`config.mk`:
```
export PLATFORM = sky130hd
export DESIGN_NAME = ocl_fault_limit
export DESIGN_NICKNAME = d
export VERILOG_FILES = /design/src/design/ocl_pkg.sv /design/src/design/ocl_fault_limit.sv /design/src/design/ocl_ms_timer.sv
export SDC_FILE = /design/constraint.sdc
export NUM_CORES = 1
export LEC_CHECK = 0
export BUFFER_PORTS_ARGS = -buffer_cell sky130_fd_sc_hd__buf_2
export CAP_MARGIN = 15
export CORE_ASPECT_RATIO = 1.2
export CORE_MARGIN = 3
export CORE_UTILIZATION = 30
export CTS_CLUSTER_SIZE = 8
export DETAILED_ROUTE_END_ITERATION = 16
export GPL_TIMING_DRIVEN = 0
export SKIP_CTS_REPAIR_TIMING = 1
export SLEW_MARGIN = 20
export SYNTH_ARGS = -nofsm -noshare
export SYNTH_HDL_FRONTEND = slang
export SYNTH_SLANG_ARGS = --single-unit
```
`constraint.sdc`:
```
create_clock -name clk -period 2.1 [get_ports clk]
set_input_delay 0.315 -clock clk [delete_from_list [all_inputs] [get_ports clk]]
set_output_delay 0.315 -clock clk [all_outputs]
set_load 0.1 [all_outputs]
```
`src/design/ocl_pkg.sv`:
```
// Purpose: Shared constants for the input overcurrent threshold block
// Assumes: 100 MHz clock, byte-enabled register access by command code
// Notes:   Delay tables are in milliseconds, indexed by the 3-bit code
package ocl_pkg;

   // Command codes of the reachable registers
   localparam logic [15:0] OCL_ADDR_THRESH = 16'h005B;
   localparam logic [15:0] OCL_ADDR_REACT  = 16'h005C;
   localparam logic [15:0] OCL_ADDR_EXP    = 16'hFE39;

   // Field layout of the threshold, exponent and delay code registers
   localparam int OCL_MANT_W    = 11;
   localparam int OCL_EXP_W     = 5;
   localparam int OCL_EXP_LSB   = 6;   // Exponent sits in bits 10:6
   localparam int OCL_DLY_W     = 3;

   // Values after reset
   localparam logic [10:0] OCL_MANT_RST  = 11'h07FF;
   localparam logic [15:0] OCL_EXP_RST   = 16'h0000;
   localparam logic [2:0]  OCL_DLY_RST   = 3'h0;

   // Timing: one millisecond in clock cycles
   localparam int OCL_CLK_PERIOD_NS = 10;
   localparam int OCL_MS_NS         = 1_000_000;
   localparam int OCL_MS_CYC        = OCL_MS_NS / OCL_CLK_PERIOD_NS;
   localparam int OCL_MS_W          = 12;

   // Delay before disabling, and interval between restarts, in ms
   localparam logic [11:0] OCL_DLY1_MS [8] = '{
      12'h000A, 12'h0014, 12'h0028, 12'h0050,
      12'h00A0, 12'h0140, 12'h0280, 12'h0500};
   localparam logic [11:0] OCL_DLY2_MS [8] = '{
      12'h00FC, 12'h022E, 12'h039C, 12'h04EC,
      12'h063C, 12'h078C, 12'h08DC, 12'h0A2C};

   // Fault handling states
   typedef enum logic [1:0] {
      OCL_IDLE  = 2'b00,
      OCL_WAIT  = 2'b01,
      OCL_OFF   = 2'b10
   } ocl_state_t;

endpackage

```
`src/design/ocl_fault_limit.sv`:
```
// Purpose: Input overcurrent threshold registers and fault delay control
// Assumes: Host accesses registers by command code with byte enables, one per cycle
// Notes:   Measured current arrives as a mantissa at the same exponent
//
// Behaviour
// Declare overcurrent when measured current exceeds programmed threshold.
// Threshold bits 15:11 read-only, return exponent; value is Y times 2^N.
// Returned exponent comes from exponent register bits 10:6.
// Threshold bits 10:8 read/write, hold mantissa high three bits.
// Threshold bits 7:0 read/write, hold mantissa low byte.
// Delay code selects delay before disabling and restart interval.
// Mantissa applied as a whole; never mixes old high with new low.
`timescale 1ns/1ns
module ocl_fault_limit
   import ocl_pkg::*;
#(
   parameter int MS_CYC = OCL_MS_CYC
)(
   // Clock and reset
   input  wire logic                  clk,
   input  wire logic                  resetn,
   // Register access
   input  wire logic [15:0]           reg_addr,
   input  wire logic                  reg_wr,
   input  wire logic [1:0]            reg_be,
   input  wire logic [15:0]           reg_wdata,
   input  wire logic                  reg_rd,
   output logic      [15:0]           reg_rdata,
   output logic                       reg_rvalid,
   output logic                       reg_err,
   // Measured input current
   input  wire logic [OCL_MANT_W-1:0] iin_mant,
   input  wire logic                  iin_valid,
   // Fault outputs
   output logic                       oc_fault,
   output logic                       out_disable,
   output logic                       restart
);

   ////////////////////////////////////////////////////////////////////
   // Register storage

   logic [OCL_MANT_W-1:0] mant_r;      // Applied mantissa
   logic [7:0]            low_stage_r; // Low byte awaiting high byte
   logic                  low_pend_r;
   logic [15:0]           exp_reg_r;
   logic [OCL_DLY_W-1:0]  dly_code_r;

   wire sel_thresh = (reg_addr == OCL_ADDR_THRESH);
   wire sel_react  = (reg_addr == OCL_ADDR_REACT);
   wire sel_exp    = (reg_addr == OCL_ADDR_EXP);
   wire mapped     = sel_thresh || sel_react || sel_exp;
   wire wr_thresh  = reg_wr && sel_thresh;
   wire wr_exp     = reg_wr && sel_exp;
   wire wr_react   = reg_wr && sel_react && reg_be[0];

   wire [OCL_EXP_W-1:0] exp_n =
      exp_reg_r[OCL_EXP_LSB +: OCL_EXP_W];

   // Staged low byte wins over the applied one; commit and read both use it
   function automatic logic [7:0] pick_low(input logic       pend,
                                           input logic [7:0] staged,
                                           input logic [7:0] applied);
      return pend ? staged : applied;
   endfunction

   // Low byte of the next applied mantissa
   wire [7:0] low_next = reg_be[0] ? reg_wdata[7:0]
                       : pick_low(low_pend_r, low_stage_r, mant_r[7:0]);

   // A high-byte write commits; a lone low-byte write is only staged
   wire commit = wr_thresh && reg_be[1];
   wire [OCL_MANT_W-1:0] mant_nxt =
      {reg_wdata[10:8], low_next};

   // Read view of the threshold: exponent over applied high bits and the staged low byte if pending, else the applied one
   wire [7:0]  low_view   = pick_low(low_pend_r, low_stage_r, mant_r[7:0]);
   wire [15:0] thresh_rd  = {exp_n, mant_r[10:8], low_view};

   wire [15:0] rd_mux = sel_thresh ? thresh_rd
                      : sel_react  ? {13'h0000, dly_code_r}
                      : sel_exp    ? exp_reg_r
                      :              16'h0000;

   always_ff @(posedge clk) begin
      if (!resetn) begin
         mant_r      <= OCL_MANT_RST;
         low_stage_r <= 8'h00;
         low_pend_r  <= 1'b0;
      end else if (commit) begin
         mant_r     <= mant_nxt;
         low_pend_r <= 1'b0;
      end else if (wr_thresh && reg_be[0]) begin
         low_stage_r <= reg_wdata[7:0];
         low_pend_r  <= 1'b1;
      end
   end

   always_ff @(posedge clk) begin
      if (!resetn) begin
         exp_reg_r  <= OCL_EXP_RST;
         dly_code_r <= OCL_DLY_RST;
      end else begin
         if (wr_exp && reg_be[0])
            exp_reg_r[7:0] <= reg_wdata[7:0];
         if (wr_exp && reg_be[1])
            exp_reg_r[15:8] <= reg_wdata[15:8];
         if (wr_react)
            dly_code_r <= reg_wdata[2:0];
      end
   end

   // Read data registered; unmapped addresses read zero and flag error
   always_ff @(posedge clk) begin
      if (!resetn) begin
         reg_rdata  <= 16'h0000;
         reg_rvalid <= 1'b0;
         reg_err    <= 1'b0;
      end else begin
         reg_rvalid <= reg_rd;
         reg_err    <= (reg_rd || reg_wr) && !mapped;
         if (reg_rd)
            reg_rdata <= rd_mux;
      end
   end

   ////////////////////////////////////////////////////////////////////
   // Threshold comparison

   // Both sides share exponent N, so comparing mantissas compares
   // Y x 2^N exactly without a wide shifter
   logic over_r;

   always_ff @(posedge clk) begin
      if (!resetn)
         over_r <= 1'b0;
      else if (iin_valid)
         over_r <= (iin_mant > mant_r);
   end

   assign oc_fault = over_r;

   ////////////////////////////////////////////////////////////////////
   // Millisecond tick divider

   // Free-running, so every delay carries up to one ms of phase slack
   logic [16:0] div_r;
   wire         ms_tick = (div_r == 17'(MS_CYC - 1));

   always_ff @(posedge clk) begin
      if (!resetn)
         div_r <= 17'h0_0000;
      else if (ms_tick)
         div_r <= 17'h0_0000;
      else
         div_r <= div_r + 17'h0_0001;
   end

   ////////////////////////////////////////////////////////////////////
   // Fault delay sequencing

   ocl_state_t state_r;
   ocl_state_t state_nxt;
   logic       tmr_start;
   logic [11:0] tmr_load;
   logic       tmr_done;

   // A fault still present at restart starts the delay over
   // Delay code is sampled when each delay starts
   wire [11:0] dly1 = OCL_DLY1_MS[dly_code_r];
   wire [11:0] dly2 = OCL_DLY2_MS[dly_code_r];

   always_comb begin
      state_nxt = state_r;
      tmr_start = 1'b0;
      tmr_load  = dly1;
      unique case (state_r)
         OCL_IDLE: begin
            if (over_r) begin
               state_nxt = OCL_WAIT;
               tmr_start = 1'b1;
            end
         end
         OCL_WAIT: begin
            // Fault gone before delay 1 ends: no shutdown
            if (!over_r)
               state_nxt = OCL_IDLE;
            else if (tmr_done) begin
               state_nxt = OCL_OFF;
               tmr_start = 1'b1;
               tmr_load  = dly2;
            end
         end
         OCL_OFF: begin
            if (tmr_done)
               state_nxt = OCL_IDLE;
         end
         default: state_nxt = OCL_IDLE;
      endcase
   end

   ocl_ms_timer u_timer (
      .clk     (clk),
      .resetn  (resetn),
      .start   (tmr_start),
      .load_ms (tmr_load),
      .ms_tick (ms_tick),
      .done    (tmr_done)
   );

   always_ff @(posedge clk) begin
      if (!resetn) begin
         state_r     <= OCL_IDLE;
         out_disable <= 1'b0;
         restart     <= 1'b0;
      end else begin
         state_r     <= state_nxt;
         out_disable <= (state_nxt == OCL_OFF);
         restart     <= (state_r == OCL_OFF) && tmr_done;
      end
   end

endmodule // ocl_fault_limit

```
`src/design/ocl_ms_timer.sv`:
```
// Purpose: Millisecond down-counter timing one fault delay
// Assumes: ms_tick is a one-cycle pulse once per millisecond
// Notes:   A start reloads the count even while a delay runs
`timescale 1ns/1ns
module ocl_ms_timer
   import ocl_pkg::*;
(
   // Clock and reset
   input  wire logic                clk,
   input  wire logic                resetn,
   // Control
   input  wire logic                start,
   input  wire logic [OCL_MS_W-1:0] load_ms,
   input  wire logic                ms_tick,
   // Status
   output logic                     done
);

   logic [OCL_MS_W-1:0] cnt_r;
   logic                run_r;

   wire last_ms = run_r && ms_tick && (cnt_r == 12'h0001);

   always_ff @(posedge clk) begin
      if (!resetn) begin
         cnt_r <= 12'h0000;
         run_r <= 1'b0;
         done  <= 1'b0;
      end else begin
         done <= last_ms && !start;
         if (start) begin
            cnt_r <= load_ms;
            run_r <= 1'b1;
         end else if (run_r && ms_tick) begin
            cnt_r <= cnt_r - 12'h0001;
            run_r <= !last_ms;
         end
      end
   end

endmodule // ocl_ms_timer

```
Word level (Yosys, flattened, before mapping)
Memory sizes are Yosys's and may differ from the RTL's.
Cells that the tools add are included.
{ "word_totals": {"register_bits": 93, "latchBits": 0, "mem_bits_rw": 0, "mem_bits_ro": 192, "input_bits": 50, "out_inout_bits": 21, "wordCells": 83, "n_memories": 2} }
{ "classes": {"n_addsub": 2, "n_mul": 0, "div_mod_pow": 0, "magnitude_cmp": 2, "n_eq_ne": 8, "n_shift": 0, "n_mux": 25, "bitwise_logic": 3, "n_reduce_logical": 24} }
{ "memory_table": {"columns": ["name", "depth", "word_bits", "rd", "rd_clocked_by_memory_dff", "write_ports", "line", "text"], "rows": [
  ["(no name shown)", 8, 12, 1, 0, 0, "ocl_fault_limit.sv:171", "wire [11:0] dly2 = OCL_DLY2_MS[dly_code_r];"],
  ["(no name shown)", 8, 12, 1, 0, 0, "ocl_fault_limit.sv:170", "wire [11:0] dly1 = OCL_DLY1_MS[dly_code_r];"]
]} }
{ "ops": {"columns": ["cell", "n"], "rows": [
  ["2-to-1 mux 12 bit", 9],
  ["2-to-1 mux 16 bit", 3],
  ["== test 16 x 7 -> 1 bit (second input constant)", 2],
  ["adder 17 x 1 -> 17 bit (second input constant)", 1],
  ["== test 17 bit (second input constant)", 1],
  ["== test 16 bit (second input constant)", 1],
  ["2-to-1 mux 8 bit", 2],
  ["logical AND 1 bit", 13],
  ["== test 12 x 1 -> 1 bit (second input constant)", 1],
  ["subtractor 12 x 1 -> 12 bit (second input constant)", 1],
  ["> comparator 11 bit", 1],
  ["2-to-1 mux 2 bit", 4],
  ["one-hot mux 2 bit (3 select lines)", 1],
  ["2-to-1 mux 1 bit", 5],
  ["== test 2 bit (second input constant)", 2],
  [">= comparator 4 bit (second input constant)", 1],
  ["inverter 3 -> 4 bit", 1],
  ["OR reduction 2 bit", 2],
  ["zero test 1 bit", 3],
  ["logical OR 1 bit", 3],
  ["== test 2 x 1 -> 1 bit (second input constant)", 1],
  ["zero test 2 bit", 1],
  ["inverter 1 bit", 2],
  ["one-hot mux 1 bit (2 select lines)", 1],
  ["2 further kinds", 2]
]} }

Logic depth before layout (Yosys ltp)
{ "depth": {"depth_word": 8, "mapped_depth": 7, "ltp_nobuf": 7} }

Modules after synthesis
Synthesis repeated with hierarchy kept, for this count alone.
{ "hier_totals": {"hier_cells": 570, "area_unflattened_um2": 4862.2} }
{ "modules_own_cells": {"columns": ["mod", "instances", "cells_each", "area_each_um2", "seq_area_each_um2"], "rows": [
  ["ocl_fault_limit", 1, 487, 4113.9, 1581.5],
  ["ocl_ms_timer", 1, 83, 748.2, 280.3]
]} }

Worst setup path before layout
OpenSTA, ideal clock, no wires.
{ "synth_timing": {"kind": "register to register", "from": "reg over_r (netlist: oc_fault)", "to": "reg u_timer.cnt_r[8]", "setup_ps": 58, "arrival_ps": 2171, "required_time_ps": 2042, "path_slack_ps": -129, "path_stages_with_launch": 7, "n_path_buf": 1, "synth_period_minus_slack_ps": 2229, "cell_sequence": "dfxtp_1 and4b_1 clkbuf_1 a22oi_1 mux2_2 a2bb2oi_1 o22a_1"} }
{ "synth_between": {"elab_chain_len": 3, "word_cells_on_any_way": 7, "cone_classes": "mux: 6; reduce/logical: 1"} }
{ "synth_rtl": {"columns": ["item", "line", "text"], "rows": [
  ["start, declared", "ocl_fault_limit.sv:132", "logic over_r;"],
  ["start signal, assigned", "ocl_fault_limit.sv:138", "over_r <= (iin_mant > mant_r);"],
  ["2-to-1 mux 1 bit, or another cell as far along", "ocl_fault_limit.sv:186", "if (!over_r)"],
  ["one-hot mux 1 bit (2 select lines) or 2-to-1 mux 12 bit (tied branches)", "ocl_fault_limit.sv:177", "unique case (state_r)"],
  ["2-to-1 mux 12 bit or nonzero test 2 bit (tied branches)", null, null],
  ["end signal, assigned", "ocl_ms_timer.sv:32", "cnt_r <= load_ms;"],
  ["end signal, assigned", "ocl_ms_timer.sv:35", "cnt_r <= cnt_r - 12'h0001;"],
  ["end, declared", "ocl_ms_timer.sv:19", "logic [OCL_MS_W-1:0] cnt_r;"]
]} }
Parallel ways exist; a longest one is shown, timed or not.
A chain may end at the register's enable or synchronous reset.

Final worst setup path
{ "layout_timing": {"from": "reg div_r[6]", "to": "reg u_timer.cnt_r[7]"} }
{ "layout_between": {"elab_chain_len": 3} }
{ "layout_rtl": {"columns": ["item", "line", "text"], "rows": [
  ["start, declared", "ocl_fault_limit.sv:147", "logic [16:0] div_r;"],
  ["start signal, assigned", "ocl_fault_limit.sv:156", "div_r <= div_r + 17'h0_0001;"],
  ["== test 17 bit", "ocl_fault_limit.sv:148", "wire ms_tick = (div_r == 17'(MS_CYC - 1));"],
  ["logical AND 1 bit", "ocl_ms_timer.sv:34", "end else if (run_r && ms_tick) begin"],
  ["nonzero test 2 bit (no line)", null, null]
]} }
No other way between the ends.

==> impl_metrics.csv <==
group,metric,value,unit
outcome,outcome,"completed",
drt,antenna_left,0,
drt,wl_per_cell,15.26,um
floorplan,die_h,141.4,um
clock_tree,cts_buffers,9,
floorplan,num_rows,48,
hold_path,whs_endpoint,"exp_reg_r[14]",
hold_path,hold_class,"input pin to flop",
synthesis,synthCells,536,
worst_setup_path,cp-start-kind,"flop",
hold_path,whs_path_depth,3,
power,total_power,3.907,mW
synthesis,synth-async-reset-ratio,0,%
synthesis,synth_cell_types,59,
worst_setup_path,r2r_start,"div_r[6]",
worst_setup_path,r2r_slack,0.17,ns
finish,final_cell_mix,"dfxtp_1 (92), buf_2 (71), nand2_1 (56)",
sta,slew_viol_final,0,
finish,n_antenna_cell,0,
synthesis,syn_area,0.004581,mm^2
drt,vias,4304,
sta,setup_slack,0.1687,ns
synthesis,synth_edf_count,0,
global_routing,grtUsageMet1,19.89,%
global_routing,gr-max-usage-layer,"met2",
sta,period_needed,1.931,ns
floorplan,start_util,31.26,%
worst_setup_path,worst_ep_arrival_time,2.18,ns
worst_setup_path,worstRegToRegCells,5,
worst_setup_path,worst-endpoint-required,2.35,ns
global_routing,first_global_vias,4173,
power,ir_worst_vdd,0.3684,mV
finish,drive_above_1_share,18.20,%
power,switching_share,25.07,%
floorplan,die_w,118.8,um
power,power.share.sequential,46.2,%
power,p_leak,2.225,nW
worst_setup_path,regToRegEndpoint,"u_timer.cnt_r[7]",
drt,firstDrtPassIters,5,
placed_design,io_buffer_count,69,
clock_tree,clk_pin_slew,0.07,ns
power,p_sw,0.9794,mW
clock_tree,cts.sinks,93,
finish,layout.cells.non_filler,821,
synthesis,avgSynthCellArea,8.546,um^2
global_routing,grtUsageTotal,14.83,%
power,pwr-share-clk,44.8,%
sta,slew_headroom,43.64,%
floorplan,ios,71,
power,powerDensity,706.4,mW/mm^2
power,pwr-share-comb,9.1,%
placed_design,place_area,0.005177,mm^2
sta,worst_pin_slew,0.8407,ns
sta,setup_viol_count_final,0,
placed_design,place_ws,-0.1752,ns
clock_tree,clock_path_buffers,2,
synthesis,ys_ff_latch,93,
sta,fin_worst_skew,0.006720,ns
drt,avgViaCountPerCell,5.242,
global_routing,grt_pass1_wl,20.67,mm
finish,final_common_cell,"dfxtp_1",
sta,final_hold_viol_count,0,
hold_path,hold_start,"reg_wdata[14]",
placed_design,gp_congestion,0.8138,
synthesis,ys_seq_area_share,40.64,%
worst_setup_path,cp_max_fo,9,
worst_setup_path,end_kind,"flop",
global_routing,antenna_found_initial,0,
global_routing,met3_usage,2.313,%
floorplan,die_area,0.01679,mm^2
sta,rsz0062_at_grt,"no",
finish,fin_area,0.005532,mm^2
finish,syn_to_final_growth,20.76,%
sta,finalCritPeriodShare,91.97,%
clock_tree,cts_tree,"done",
placed_design,place_hpwl,9.568,mm
finish,final_util,37.75,%
worst_setup_path,crit_type,"flop to flop",
global_routing,grt_max_degree,17,
run,maxCapViolations,0,
floorplan,core_area,0.01465,mm^2
synthesis,syn_nets,606,
drt,drt_iter0_markers,344,
placed_design,place_inst,805,
clock_tree,h-tree-depth,3,
drt,drt_wl_total,12.53,mm
finish,nFillCells,1558,
drt,drc_errors,0,
synthesis,yosys_warnings,0,
synthesis,synthFlopType,"dfxtp_1",
clock_tree,insertion_delay,0.34,ns
global_routing,overflow,0,
clock_tree,clockRootBuffer,"clkbuf_16",
finish,nNetsFinal,686,
sta,fmax,0.5178,GHz
global_routing,use_met2,24.61,%
power,p_int,2.928,mW
## through the flow
stage / hold WS (ns) / setup TNS, ns
after floorplan: 0.4295 / 0
after global placement: 0.4421 / -1.393
after detailed placement: 0.4506 / -2.869
after CTS: 0.2068 / -1.772
after global routing: 0.2165 / 0
final: 0.2150 / 0
## state kept, by name, indices dropped and copies added, names as in the netlist, 2 cells and up
signal	cells
exp_reg_r	16
dly_code_r	3
u_timer.cnt_r	12
state_r	2
mant_r	11
reg_rdata	16
div_r	17
low_stage_r	8
## cells in the mapped netlist, types with 7 or more instances
cell type | instances | area (um^2)
dfxtp_1 | 93 | 1862
nand2_1 | 57 | 214.0
o21ai_0 | 46 | 230.2
nor2_1 | 37 | 138.9
a21oi_1 | 27 | 135.1
nand3_1 | 27 | 135.1
clkbuf_1 | 26 | 97.59
mux2i_1 | 23 | 230.2
inv_1 | 22 | 82.58
ha_1 | 20 | 250.2
a22oi_1 | 15 | 112.6
nand4_1 | 12 | 75.07
xor2_1 | 10 | 87.58
o211ai_1 | 9 | 67.56
o21ai_1 | 9 | 45.04
xnor2_1 | 9 | 78.83
nor2b_1 | 7 | 43.79
nor3_1 | 7 | 35.03
or3_1 | 7 | 43.79
## cell type report
cell class	instances	area (um^2)	area share [%]
timing repair buffer	69	345.3	6.243
tap	200	250.2	4.524
sequential	93	1863	33.68
inverter	23	86.33	1.561
multi-input combinational	390	2539	45.89
clock inverter	7	97.59	1.764
buffer	30	125.1	2.262
clock buffer	9	225.2	4.071
## kinds of logic after synthesis
| kind of cell | Yosys count | share of synthesized area [%] |
|---|---|---|
| simple gates | 189 | 21.47 |
| compound gates | 135 | 18.22 |
| flops | 93 | 40.64 |
| buf+inv | 53 | 4.561 |
| mux | 27 | 6.009 |
| fa+ha+maj | 20 | 5.463 |
| xor+xnor | 19 | 3.633 |
## metal layers
layer  routed length, um  part of all wire, %  up-vias
li1                    -                    -     2106
met1                5768                   46     2039
met2                5936                   47      140
met3                 608                  4.9       19
met4                 211                  1.7        0
met5                   0                    0        -
## power by group through the flow
stage	registers (mW)	logic [mW]	clock network (mW)
finish	1.80	0.354	1.75
global route	1.81	0.383	1.88
CTS	1.80	0.355	1.78
detailed placement	1.84	0.354	0
global placement	1.84	0.349	0
floorplan	1.96	0.112	0
## worst max-delay path: stages, from the launching register on
cell and delay, ns:
dfxtp_1 0.37, nor4b_2 0.39, nand3_2 0.30, nor4_1 0.43, xnor2_1 0.13, a211oi_1 0.24
## worst max path at each step
| stage | start | endpoint | cells past startpoint | slack (ns) |
|---|---|---|---|---|
| after floorplan | oc_fault | u_timer.cnt_r[8] | 6 | 0.23 |
| after global placement | reg_addr[8] | reg_rdata[6] | 7 | -0.10 |
| after detailed placement | div_r[0] | div_r[9] | 6 | -0.18 |
| after CTS | div_r[0] | div_r[6] | 6 | -0.18 |
| after global routing | div_r[6] | u_timer.cnt_r[1] | 5 | 0.02 |
| final | div_r[6] | u_timer.cnt_r[7] | 5 | 0.17 |
Power figures use the tool's default switching activity.
